$ cat src/rtl/alu_pkg.sv
package alu_pkg;

  localparam int unsigned DATA_W = 8;
  localparam int unsigned ADDR_W = 7;

  // Register byte addresses
  localparam logic [11:0] OFF_CTRL   = 12'h000;
  localparam logic [11:0] OFF_WREG   = 12'h004;
  localparam logic [11:0] OFF_FILE   = 12'h008;
  localparam logic [11:0] OFF_STATUS = 12'h00c;
  localparam logic [11:0] OFF_RESULT = 12'h010;

  // Control word fields
  localparam int unsigned CTRL_OP_LSB   = 0;
  localparam int unsigned CTRL_DEST_BIT = 2;
  localparam int unsigned CTRL_GO_BIT   = 3;
  localparam int unsigned CTRL_ADDR_LSB = 8;

  // Flag positions in status word
  localparam int unsigned FLAG_C  = 0;
  localparam int unsigned FLAG_DC = 1;
  localparam int unsigned FLAG_Z  = 2;

  localparam logic [7:0] WREG_RST  = 8'h00;
  localparam logic [7:0] FLAGS_RST = 8'h00;
  localparam logic [7:0] FILE_RST  = 8'h00;
  localparam logic [7:0] RES_RST   = 8'h00;
  localparam logic [6:0] ADDR_RST  = 7'h00;

  typedef enum logic [1:0]
  {
    OP_SUB  = 2'h0,
    OP_XOR  = 2'h1,
    OP_SWAP = 2'h2,
    OP_NONE = 2'h3
  } op_e;

endpackage

$ cat src/rtl/subtract_xor_swap_alu.sv
`timescale 1ns/10ps
module subtract_xor_swap_alu
(
  input  wire logic        pclk,         // Clock
  input  wire logic        presetn,      // Async reset, active low
  input  wire logic        psel,         // APB select
  input  wire logic        penable,      // APB enable
  input  wire logic        pwrite,       // APB direction
  input  wire logic [11:0] paddr,        // APB byte address
  input  wire logic [31:0] pwdata,       // APB write data
  output logic      [31:0] prdata,       // APB read data
  output logic             pready,       // APB ready
  output logic             pslverr,      // APB error
  output logic             file_we,      // File write strobe
  output logic      [6:0]  file_waddr,   // File write address
  output logic      [7:0]  file_wdata    // File write data
);
  logic [1:0]  op_r, op_nxt;
  logic        dest_r, dest_nxt;
  logic [6:0]  addr_r, addr_nxt;
  logic [7:0]  wreg_r, wreg_nxt;
  logic [7:0]  file_r, file_nxt;
  logic [7:0]  flags_r, flags_nxt;
  logic [7:0]  res_r, res_nxt;
  logic [31:0] prdata_r, prdata_nxt;
  logic        pready_r, pready_nxt;
  logic        perr_r, perr_nxt;
  logic        fwe_r, fwe_nxt;
  logic [6:0]  fwa_r, fwa_nxt;
  logic [7:0]  fwd_r, fwd_nxt;
  logic [7:0]  res;
  logic        c_v, dc_v, z_v;
  logic        acc, wr, go, exec;
  logic [1:0]  xop;

  // Access taken once: a high pready blocks a second take
  assign acc  = psel && penable && !pready_r;
  assign wr   = acc && pwrite;
  assign go   = wr && (paddr == alu_pkg::OFF_CTRL) && pwdata[alu_pkg::CTRL_GO_BIT];
  assign xop  = pwdata[alu_pkg::CTRL_OP_LSB +: 2];
  assign exec = go && (xop != alu_pkg::OP_NONE);

  alu_core u_core
  (
    .op     (xop),
    .wval   (wreg_r),
    .fval   (file_r),
    .res    (res),
    .c_out  (c_v),
    .dc_out (dc_v),
    .z_out  (z_v)
  );

  function automatic logic mapped(input logic [11:0] a);
    mapped = (a == alu_pkg::OFF_CTRL) || (a == alu_pkg::OFF_WREG) || (a == alu_pkg::OFF_FILE)
          || (a == alu_pkg::OFF_STATUS) || (a == alu_pkg::OFF_RESULT);
  endfunction

  // Operation register: holds op, destination and address of the last control word
  always_comb
  begin
    op_nxt   = op_r;
    dest_nxt = dest_r;
    addr_nxt = addr_r;
    if (wr && paddr == alu_pkg::OFF_CTRL)
    begin
      op_nxt   = xop;
      dest_nxt = pwdata[alu_pkg::CTRL_DEST_BIT];
      addr_nxt = pwdata[alu_pkg::CTRL_ADDR_LSB +: 7];
    end
  end

  always_ff @(posedge pclk or negedge presetn)
  begin
    if (!presetn)
    begin
      op_r   <= alu_pkg::OP_NONE;
      dest_r <= 1'b0;
      addr_r <= alu_pkg::ADDR_RST;
    end
    else
    begin
      op_r   <= op_nxt;
      dest_r <= dest_nxt;
      addr_r <= addr_nxt;
    end
  end

  // Operands, result and flags
  always_comb
  begin
    wreg_nxt  = wreg_r;
    file_nxt  = file_r;
    flags_nxt = flags_r;
    res_nxt   = res_r;
    if (wr && paddr == alu_pkg::OFF_WREG)
      wreg_nxt = pwdata[7:0];
    if (wr && paddr == alu_pkg::OFF_FILE)
      file_nxt = pwdata[7:0];
    if (wr && paddr == alu_pkg::OFF_STATUS)
      flags_nxt = pwdata[7:0];
    // Core sees the operands as they stood before this edge
    if (exec)
    begin
      res_nxt = res;
      // destination 0 is working, 1 is file
      if (!pwdata[alu_pkg::CTRL_DEST_BIT])
        wreg_nxt = res;
      else
        file_nxt = res;
      if (xop == alu_pkg::OP_SUB)
      begin
        flags_nxt[alu_pkg::FLAG_C]  = c_v;
        flags_nxt[alu_pkg::FLAG_DC] = dc_v;
        flags_nxt[alu_pkg::FLAG_Z]  = z_v;
      end
      else if (xop == alu_pkg::OP_XOR)
        flags_nxt[alu_pkg::FLAG_Z] = z_v;
    end
  end

  always_ff @(posedge pclk or negedge presetn)
  begin
    if (!presetn)
    begin
      wreg_r  <= alu_pkg::WREG_RST;
      file_r  <= alu_pkg::FILE_RST;
      flags_r <= alu_pkg::FLAGS_RST;
      res_r   <= alu_pkg::RES_RST;
    end
    else
    begin
      wreg_r  <= wreg_nxt;
      file_r  <= file_nxt;
      flags_r <= flags_nxt;
      res_r   <= res_nxt;
    end
  end

  // File port: one-cycle strobe, address and data held for a slow file
  always_comb
  begin
    fwe_nxt = 1'b0;
    fwa_nxt = fwa_r;
    fwd_nxt = fwd_r;
    if (exec && pwdata[alu_pkg::CTRL_DEST_BIT])
    begin
      fwe_nxt = 1'b1;
      fwa_nxt = pwdata[alu_pkg::CTRL_ADDR_LSB +: 7];
      fwd_nxt = res;
    end
  end

  always_ff @(posedge pclk or negedge presetn)
  begin
    if (!presetn)
    begin
      fwe_r <= 1'b0;
      fwa_r <= alu_pkg::ADDR_RST;
      fwd_r <= alu_pkg::FILE_RST;
    end
    else
    begin
      fwe_r <= fwe_nxt;
      fwa_r <= fwa_nxt;
      fwd_r <= fwd_nxt;
    end
  end

  // Bus answer: one wait state buys a full cycle for decode
  always_comb
  begin
    prdata_nxt = prdata_r;
    pready_nxt = acc;
    // Unmapped offsets answer with an error, writes there are dropped
    perr_nxt   = acc && !mapped(paddr);
    if (acc && !pwrite)
    begin
      unique case (paddr)
        alu_pkg::OFF_CTRL:   prdata_nxt = {17'h0, addr_r, 5'h00, dest_r, op_r};
        alu_pkg::OFF_WREG:   prdata_nxt = {24'h000000, wreg_r};
        alu_pkg::OFF_FILE:   prdata_nxt = {24'h000000, file_r};
        alu_pkg::OFF_STATUS: prdata_nxt = {24'h000000, flags_r};
        alu_pkg::OFF_RESULT: prdata_nxt = {24'h000000, res_r};
        default:             prdata_nxt = 32'h00000000;
      endcase
    end
  end

  always_ff @(posedge pclk or negedge presetn)
  begin
    if (!presetn)
    begin
      prdata_r <= 32'h00000000;
      pready_r <= 1'b0;
      perr_r   <= 1'b0;
    end
    else
    begin
      prdata_r <= prdata_nxt;
      pready_r <= pready_nxt;
      perr_r   <= perr_nxt;
    end
  end

  // Every output is a register, so no decode glitch reaches a pin
  assign prdata     = prdata_r;
  assign pready     = pready_r;
  assign pslverr    = perr_r;
  assign file_we    = fwe_r;
  assign file_waddr = fwa_r;
  assign file_wdata = fwd_r;
endmodule

$ cat src/rtl/alu_core.sv
`timescale 1ns/10ps
module alu_core
(
  input  wire logic [1:0] op,       // Operation code
  input  wire logic [7:0] wval,     // Working register value
  input  wire logic [7:0] fval,     // File register value
  output logic      [7:0] res,      // Result
  output logic            c_out,    // Carry (no borrow)
  output logic            dc_out,   // Digit carry (no borrow)
  output logic            z_out     // Result zero
);
  logic [8:0] diff;
  logic [4:0] ldiff;

  always_comb
  begin
    diff   = {1'b0, fval} + {1'b0, ~wval} + 9'h001;
    ldiff  = {1'b0, fval[3:0]} + {1'b0, ~wval[3:0]} + 5'h01;
    c_out  = diff[8];
    dc_out = ldiff[4];
    unique case (op)
      alu_pkg::OP_SUB:  res = diff[7:0];
      alu_pkg::OP_XOR:  res = wval ^ fval;
      alu_pkg::OP_SWAP: res = {fval[3:0], fval[7:4]};
      default:          res = fval;
    endcase
    z_out = (res == 8'h00);
  end
endmodule

$ cat config.mk
export PLATFORM = sky130hd
export DESIGN_NAME = subtract_xor_swap_alu
export DESIGN_NICKNAME = d
export VERILOG_FILES = /design/src/rtl/alu_pkg.sv /design/src/rtl/subtract_xor_swap_alu.sv /design/src/rtl/alu_core.sv
export SDC_FILE = /design/constraint.sdc
export NUM_CORES = 1
export LEC_CHECK = 0
export BUFFER_PORTS_ARGS = -buffer_cell sky130_fd_sc_hd__buf_2
export CORE_AREA = 2 2 106 98
export CTS_CLUSTER_DIAMETER = 60
export CTS_CLUSTER_SIZE = 30
export DETAILED_ROUTE_END_ITERATION = 7
export DIE_AREA = 0 0 108 100
export GPL_ROUTABILITY_DRIVEN = 0
export HOLD_SLACK_MARGIN = 0.05
export PLACE_DENSITY = 0.67
export SLEW_MARGIN = 15
export SYNTH_ARGS = -nofsm -noshare
export SYNTH_HDL_FRONTEND = slang
export SYNTH_SLANG_ARGS = --single-unit
$ cat constraint.sdc
create_clock -name pclk -period 2.8 [get_ports pclk]
set_clock_uncertainty 0.15 [all_clocks]
set_input_delay 0.56 -clock pclk [delete_from_list [all_inputs] [get_ports pclk]]
set_output_delay 0.56 -clock pclk [all_outputs]
set_load 0.02 [all_outputs]
Yosys cells after proc, flatten, opt, wreduce, memory -nomap -nowiden
Index checks and enable logic that the tools add are counted.

storage, ports and cells
  flip-flop bits (word level) = 92
  bits of input ports = 49
  output and inout bits = 50
  word-level logic and storage cells = 64

cells by class
  add/sub/neg operators = 4
  equal/unequal tests = 7
  mux-type cells = 14
  bitwise gates (word level) = 3
  reduce and logical (&&, ||, !) cells = 22

operators with widths
  cell                 number
  $pmux 15 s5          1
  $mux 8               6
  $eq 12x4->1 const B  2
  $pmux 8 s3           1
  $eq 12x3->1 const B  1
  $eq 12x5->1 const B  1
  $logic_and 1x1->1    12
  $logic_not 12->1     1
  $add 8x8->9          1
  $add 9x1->9 const B  1
  $logic_not 8->1      1
  $not 8->8            1
  $xor 8x8->8          1
  $mux 3               2
  $add 4x4->5          1
  $add 5x1->5 const B  1
  $logic_or 1x1->1     4
  $not 4->4            1
  $logic_not 1->1      3
  $mux 1               3
  $eq 2x1->1 const B   1
  $eq 2x2->1 const B   1
  $logic_not 2->1      1
  $mux 2               1
  $ne 2x2->1 const B   1

Longest topological paths before layout
Gate-level depths: netlist (run 1).

  word-level depth = 8
  gate-level depth with buffers = 9
  gate-level depth less buffers = 9

Modules after synthesis
A second synthesis (run 1) with hierarchy kept.

second synthesis, totals
  cells, all modules = 413
  area total of the unflattened synthesis = 4292.9 um^2

by module, submodules not included
  module                 times used  cells an instance  area an instance (um^2)  seq. area each (um^2)
  subtract_xor_swap_alu  1           324                3664.8                   1879.3
  alu_core               1           89                 628.1                    0.0

Least setup slack after synthesis (run 1)
Ideal clock, no wire load.

  path kind = register -> register
  start point = register file_r[0]
  end point = register flags_r[2]
  library setup time = 0.130 ns
  data arrival time = 1.939 ns
  required time = 2.520 ns
  slack = 0.582 ns
  stages on the path, launching flop included = 10
  path buffers = 0
  clock period less this slack = 2.218 ns
  path through = dfrtp_1 > inv_1 > ha_1 > fa_1 > nor2b_1 > o21bai_1 > and4_1 > o31a_1 > nand4_1 > o22ai_1

on the way
  longest elaborated chain between the ends = 7
  elaborated cells on any way between the ends = 8
  classes of those cells = add/sub: 2; mux: 4; bitwise: 1; reduce/logical: 1

RTL lines
  what                    line                          source
  start, declared         subtract_xor_swap_alu.sv:22   logic [7:0] file_r, file_nxt;
  start signal, assigned  subtract_xor_swap_alu.sv:127  file_r <= alu_pkg::FILE_RST;
  start signal, assigned  subtract_xor_swap_alu.sv:134  file_r <= file_nxt;
  $add 8x8->9             alu_core.sv:17                diff = {1'b0, fval} + {1'b0, ~wval} + 9'h001;
  $add 9x1->9             alu_core.sv:17
  $pmux 8 s3 (*)          alu_core.sv:21                unique case (op)
  $logic_not 8->1 (*)     alu_core.sv:27                z_out = (res == 8'h00);
  $mux 1                  subtract_xor_swap_alu.sv:117  else if (xop == alu_pkg::OP_XOR)
  $mux 1 (*)              subtract_xor_swap_alu.sv:111  if (xop == alu_pkg::OP_SUB)
  $mux 3 (*)              subtract_xor_swap_alu.sv:103  if (exec)
  via flags_nxt[2]        subtract_xor_swap_alu.sv:23   logic [7:0] flags_r, flags_nxt;
  end signal, assigned    subtract_xor_swap_alu.sv:128  flags_r <= alu_pkg::FLAGS_RST;
  end signal, assigned    subtract_xor_swap_alu.sv:135  flags_r <= flags_nxt;
  end, declared           subtract_xor_swap_alu.sv:23

The timed path passes the listed nets; every way through them passes the cells marked *.
A chain may end at the register's enable or synchronous reset.

Worst setup path in the final report (run 1)
  start point = register file_r[0]
  end point = register res_r[6]

on the way
  longest elaborated chain between the ends = 3

RTL lines
  what                  line                          source
  $add 8x8->9           alu_core.sv:17
  $add 9x1->9           alu_core.sv:17
  $pmux 8 s3            alu_core.sv:21
  end signal, assigned  subtract_xor_swap_alu.sv:129  res_r <= alu_pkg::RES_RST;
  end signal, assigned  subtract_xor_swap_alu.sv:136  res_r <= res_nxt;
  end, declared         subtract_xor_swap_alu.sv:24   logic [7:0] res_r, res_nxt;

Every way passes these cells.

==> results of run 1 <==
-- area by class of cell --
cell class | instances | area, sq um
clock buffers | 13 | 169
clock inverters | 3 | 45.0
fillers | 920 | 4980
inverters | 15 | 61.3
multi-input cells | 318 | 2110
flip-flops and latches | 75 | 1880
well taps | 129 | 161
repair buffers | 79 | 445
-- routing by layer --
layer	vias to the layer above	GRT usage, %	wire length (um)
li1	1625	-	-
met1	1664	30.7	4900
met2	135	30.5	4630
met3	21	4.42	864
met4	0	6.80	219
met5	-	0	0
-- critical path, delay by kind of cell (launching register included) --
kind / cells / cell delay, ps
flip-flops: 1 / 440
adder cells (fa/ha/maj): 2 / 660
AND/OR/NAND/NOR: 2 / 460
AO/OA/AOI/OAI: 3 / 700
buffers and inverters: 1 / 110
-- state kept, by name, summed over array words and instances (netlist names), 2 cells and up --
name	cells
wreg_r	8
op_r	2
flags_r	8
file_r	8
file_waddr	7
res_r	8
prdata	15
addr_r	7
file_wdata	8
-- through the flow --
stage | setup slack [ps] | hold slack (ps)
floorplan | 582 | 114
global placement | 286 | 307
detailed placement | 237 | 309
CTS | 208 | 68.4
global route | 23.1 | 96.3
finish | 188 | 75.5
-- path summary, 6_finish.rpt --
check / end / slack (ps) / cells after the start
max in group asynchronous: op_r[1]$_DFFE_PN1P_ / 1690 / 2
min in group pclk: file_waddr[5]$_DFFE_PN0P_ / 270 / 3
hold / removal: pslverr$_DFF_PN0_ / 80 / 1
hold reg to reg: file_waddr[4]$_DFFE_PN0P_ / 330 / 2
setup / recovery: res_r[6]$_DFFE_PN0P_ / 190 / 8
setup reg to reg: res_r[6]$_DFFE_PN0P_ / 190 / 8
-- power groups by stage --
stage | clock network [mW] | logic (mW) | registers (mW)
after floorplan | 0 | 0.0959 | 1.11
after CTS | 0.892 | 0.159 | 1.09
final | 0.871 | 0.159 | 1.09
after detailed placement | 0 | 0.159 | 1.11
after global placement | 0 | 0.157 | 1.11
after global routing | 0.937 | 0.174 | 1.09
-- cell usage in the layout, fill, tap and decap left out, types with 3 or more instances in the layout --
| cell type | count |
|---|---|
| a21o_1 | 5 |
| inv_1 | 14 |
| buf_4 | 14 |
| nor3_1 | 7 |
| conb_1 | 17 |
| mux2_2 | 13 |
| nor2b_1 | 3 |
| mux2_4 | 6 |
| buf_2 | 64 |
| ha_1 | 9 |
| nand3_1 | 4 |
| o21ai_0 | 21 |
| clkbuf_8 | 12 |
| a211oi_1 | 5 |
| a21oi_1 | 22 |
| nand2_1 | 68 |
| dfrtp_1 | 73 |
| or2_2 | 3 |
| or3_1 | 3 |
| a22o_1 | 8 |
| nor2_2 | 3 |
| mux2i_1 | 26 |
| a21oi_2 | 3 |
| a32oi_1 | 3 |
| a221oi_1 | 4 |
| nor2_1 | 32 |
| o22ai_1 | 3 |
-- logic make-up (layout without fill, tap and decap cells) --
kind of cell             count (synthesis)  after routing  share of synthesized area, %
flip-flops                              75             75                          44.2
adder cells (fa/ha/maj)                 10             10                          3.12
AND/OR/NAND/NOR                        148            148                          17.6
buffers and inverters                   52            110                          7.62
other                                    1             17                        0.0881
XOR/XNOR                                 3              3                         0.618
multiplexers                            45             45                          11.7
AO/OA/AOI/OAI                           95             95                          15.1
==> results_dict.tcl, run 1 <==
set metrics [dict create \
    power.leakage_nw 2.51 \
    fp-row-count 35 \
    fmax_mhz 383 \
    p_int_mw 1.62 \
    final_area_sq_mm 0.00487 \
    swShare_pct 23.6 \
    io_buffer_count 64 \
    yosysMostFrequentCell "dfrtp_1" \
    clock_power_share_pct 41.1 \
    synth_seq_area_share_pct 44.2 \
    die_height_um 100 \
    ys_types 70 \
    synth-main-ff-cell "dfrtp_1" \
    grt_pass1_vias 3316 \
    syn_inst 429 \
    core-area_sq_mm 0.00985 \
    synth.area.top_cells "dfrtp_1 43%, mux2i_1 6.1%, nand2_1 6.0%, mux2_2 3.4%, buf_4 3.2%" \
    combPwrFrac_pct 7.5 \
    required_ps 2910 \
    status "finished, final reports clean" \
    layout-drive-gt1-share_pct 27.4 \
    finalPower_mw 2.12 \
    synth_top_area_share_pct 42.9 \
    cts.hold.buffers_added 0 \
    drc 0 \
    die_area_sq_mm 0.0108 \
    ant_nets 0 \
    ys_seq_elements 75 \
    fin_util_pct 49.5 \
    area_growth_pct 14.5 \
    vdd_drop_max_mv 0.318 \
    drv_cap 0 \
    routed_wirelength_um 10600 \
    first_iter_violations 335 \
    crit_path_start_kind "flop" \
    final_cells 632 \
    initial_utilization_pct 43.2 \
    cts_tree "done" \
    maxSlewViolCount 0 \
    post_cts_buffers 0 \
    p_sw_uw 500 \
    post_drt_via_cell_ratio 5.45 \
    crit_start "file_r[0]$_DFF_PN0_" \
    seq_power_share_pct 51.4 \
    grt_usage_pct 20.8 \
    cp_max_fo 5 \
    clk_path_buf_depth 2 \
    placed_area_sq_mm 0.00466 \
    grt_overflow_total 0 \
    die_w_um 108 \
    relSlewSlack_pct 57.4 \
    ys_warn_count 0 \
    hp-class "in2async" \
    postCtsResizedCells 0 \
    num_antenna_cells 0 \
    place_inst 616 \
    clk_latency_ps 350 \
    path_class "reg2reg" \
    place_hpwl_um 7980 \
    r2r_start "file_r[0]$_DFF_PN0_" \
    final_nets 557 \
    wl_per_cell_um 16.8 \
    slowest_delay_ps 440 \
    setup_tns_ps 0 \
    period_needed_ps 2610 \
    cts_made_buffers 9 \
    grt_setup_unrepaired "no" \
    pin_count 99 \
    synth-edff-count 0 \
    setup_viol 0 \
    fin_crit_sh_pct 93.3 \
    synthesis.area_sq_mm 0.00426 \
    worst_pin_slew_ps 639 \
    grt_max_degree 50 \
    async_reset_ff_share_pct 100 \
    yosysTopAreaCell "dfrtp_1" \
    vias 3445 \
    finalHoldViolCount 0 \
    crit_path_end_kind "flop" \
    dr.pass1.iters 5 \
    crit_chain "inv_1 -> ha_1 -> fa_1 -> nor2b_1 -> o21bai_1 -> and4_1 -> o31a_1 -> o21ai_0" \
    root_buffer "clkbuf_8" \
    grt_pass1_wl_um 17300 \
    post_synth.cell_area_avg_sq_um 9.92 \
    clock-sinks 75 \
    cts.clk_slew.worst_paths_ps 80 \
    antenna_found_initial 0 \
    cts-htree-levels 3 \
    synth_common_cells "73 x dfrtp_1, 68 x nand2_1, 32 x nor2_1, 26 x mux2i_1, 22 x a21oi_1" \
    critPathSlowestCell "dfrtp_1" \
    power_density_mw_per_mm2 434 \
    crit_arrival_ps 2720 \
]
Power figures use the tool's default switching activity.
==> inputs of run 2 (changes only) <==
Settings changed: ABC_AREA set to 1, CORE_AREA 2 2 106 98 to 2 2 97 90, DIE_AREA 0 0 108 100 to 0 0 99 92, PLACE_DENSITY 0.67 to 0.78.
==> run 2 against run 1 <==
  * First-iteration DRC count decreased by 2.7%
  * Hold slack worse by 18 ps
  * Largest cell class unchanged
  * Non-clock buffer count fell by 9
  * Final cell count up 16%
  * Synthesized cell count grew 30%
  * Area after synthesis down 0.18%
  * Maximum frequency increased by 9.3%
  * Wire length rose by 3.2%
  * Die area down 16%
  * Power increased by 8.1%
  * Combinational power increased by 9%
==> results_dict.tcl, run 2 <==
set metrics [dict create \
    status "finished, final reports clean" \
    grt_usage_pct 24.8 \
    crit_path_end_kind "flop" \
    p_int_mw 1.73 \
    clock_power_share_pct 44.4 \
    wl_per_cell_um 15.0 \
    ys_warn_count 0 \
    p_sw_uw 552 \
    layout-drive-gt1-share_pct 17.8 \
    synth_common_cells "151 x nand2_1, 78 x inv_1, 73 x dfrtp_1, 55 x o21ai_0, 33 x o21ai_1" \
    fin_crit_sh_pct 85.3 \
    power_density_mw_per_mm2 472 \
    dp_slack_ps 182 \
    grt_max_degree 76 \
    synth-edff-count 0 \
    cts_tree "done" \
    postCtsResizedCells 0 \
    synth_seq_area_share_pct 44.2 \
    final_common_cell "nand2_1" \
    die_area_sq_mm 0.00911 \
    yosysTopAreaCell "dfrtp_1" \
    period_needed_ps 2390 \
    root_buffer "clkbuf_8" \
    cts-htree-levels 3 \
    fmax_mhz 418 \
    drv_cap 0 \
    grt_setup_unrepaired "no" \
    grt_pass1_wl_um 17900 \
    post_cts_buffers 0 \
    first_iter_violations 326 \
    die_w_um 99 \
    cts_made_buffers 9 \
    cts.hold.buffers_added 0 \
    fp-row-count 32 \
    hp-class "in2async" \
    relSlewSlack_pct 58.4 \
    finalPower_mw 2.29 \
    antenna_found_initial 0 \
    syn_inst 558 \
    place_hpwl_um 7880 \
    die_height_um 92 \
    post_drt_via_cell_ratio 5.46 \
    grt_pass1_vias 3796 \
    cp_max_fo 5 \
    power.leakage_nw 2.52 \
    largest_reg_flops 15 \
    setup_viol 0 \
    seq_power_share_pct 48.0 \
    clk_latency_ps 360 \
    ys_types 36 \
    area_growth_pct 14.1 \
    pin_count 99 \
    dr.pass1.iters 5 \
    fill_cells 742 \
    synth_top_area_share_pct 43.0 \
    setup_tns_ps 0 \
    final_area_sq_mm 0.00485 \
    finalHoldViolCount 0 \
    final_nets 683 \
    synthesis.area_sq_mm 0.00425 \
    ys_seq_elements 75 \
    yosysMostFrequentCell "nand2_1" \
    core-area_sq_mm 0.00821 \
    async_reset_ff_share_pct 100 \
    grt_overflow_total 0 \
    crit_path_start_kind "flop" \
    regArea_sq_mm 0.00188 \
    clock-sinks 75 \
    routed_wirelength_um 11000 \
    synth-main-ff-cell "dfrtp_1" \
    cts.clk_slew.worst_paths_ps 90 \
    initial_utilization_pct 51.8 \
    ant_nets 0 \
    num_antenna_cells 0 \
    vias 3994 \
    clk_path_buf_depth 2 \
    post_synth.cell_area_avg_sq_um 7.61 \
    io_buffer_count 64 \
    synth.area.top_cells "dfrtp_1 43%, nand2_1 13%, inv_1 6.9%, o21ai_0 6.5%, o21ai_1 3.9%" \
    drc 0 \
    crit_arrival_ps 2480 \
    layout.cells.most_common_list "151 x nand2_1, 78 x inv_1, 73 x dfrtp_1, 64 x buf_2, 55 x o21ai_0" \
    path_class "reg2reg" \
    combPwrFrac_pct 7.6 \
    vdd_drop_max_mv 0.288 \
    required_ps 2890 \
    worst_pin_slew_ps 622 \
    placed_area_sq_mm 0.00461 \
    multi_input_area_sq_mm 0.00190 \
    maxSlewViolCount 0 \
    setup_ws_ps 410 \
    swShare_pct 24.2 \
]
## run 2: cell type report
type	count	share of cell area [%]
multi-input combinational	383	39.2
sequential	75	38.8
timing repair buffer	70	7.79
inverter	85	6.58
clock buffer	10	2.63
tap	102	2.63
clock inverter	6	2.37
## run 2: critical path, stage by stage, from the launching register on
cell and delay, ps:
dfrtp_1 350, inv_1 120, ha_1 240, fa_1 390, inv_1 120, nand2_1 80, nand2_1 110, nand3_1 90
nand3_1 100, nand2_1 70, o21ai_1 240, or2_1 170, nand2_1 60
## run 2: path summary, 6_finish.rpt
check	startpoint	end	slack, ps	depth (start not counted)
worst max-delay path	file_r[0]$_DFF_PN0_	file_wdata[4]$_DFFE_PN0P_	410	12
worst min-delay path	presetn	prdata[14]$_DFFE_PN0P_	60	2
worst max register to register	file_r[0]$_DFF_PN0_	file_wdata[4]$_DFFE_PN0P_	410	12
worst min register to register	file_wdata[2]$_DFFE_PN0P_	file_wdata[2]$_DFFE_PN0P_	340	2
max in group asynchronous	presetn	op_r[1]$_DFFE_PN1P_	2110	2
min in group pclk	pwdata[4]	flags_r[4]$_DFFE_PN0P_	300	3
## run 2: routing by layer
layer	vias to the layer above	GRT usage [%]	part of all wire, %
met5	-	0	0
met2	222	39.0	47
li1	1887	-	-
met3	38	5.72	8.3
met1	1847	32.9	42
met4	0	10.7	2.5
## run 2: power by group through the flow
stage               Sequential, mW  Clock, mW  Combinational [mW]
floorplan                     1.13          0              0.0968
global placement              1.12          0               0.169
detailed placement            1.12          0               0.172
CTS                           1.10       1.02               0.172
global route                  1.10       1.06               0.190
finish                        1.10       1.02               0.173
## run 2: stage by stage
step	cells	utilization [%]	hold slack [ps]
2_1_floorplan	574	-	114
3_3_place_gp	715	56.1	307
3_5_place_dp	715	56.1	312
4_1_cts	731	59.1	77.4
5_1_grt	731	59.1	88.6
6_report	731	59.1	57.9
## run 2: cell families (layout without fill, tap and decap cells)
kind of cell,Yosys count,after routing,synth area share [%]
simple gates,244,244,26.2
buf+inv,116,171,12.4
compound gates,112,112,14.0
flops,75,75,44.2
fa+ha+maj,10,10,3.12
other cells,1,17,0.0883
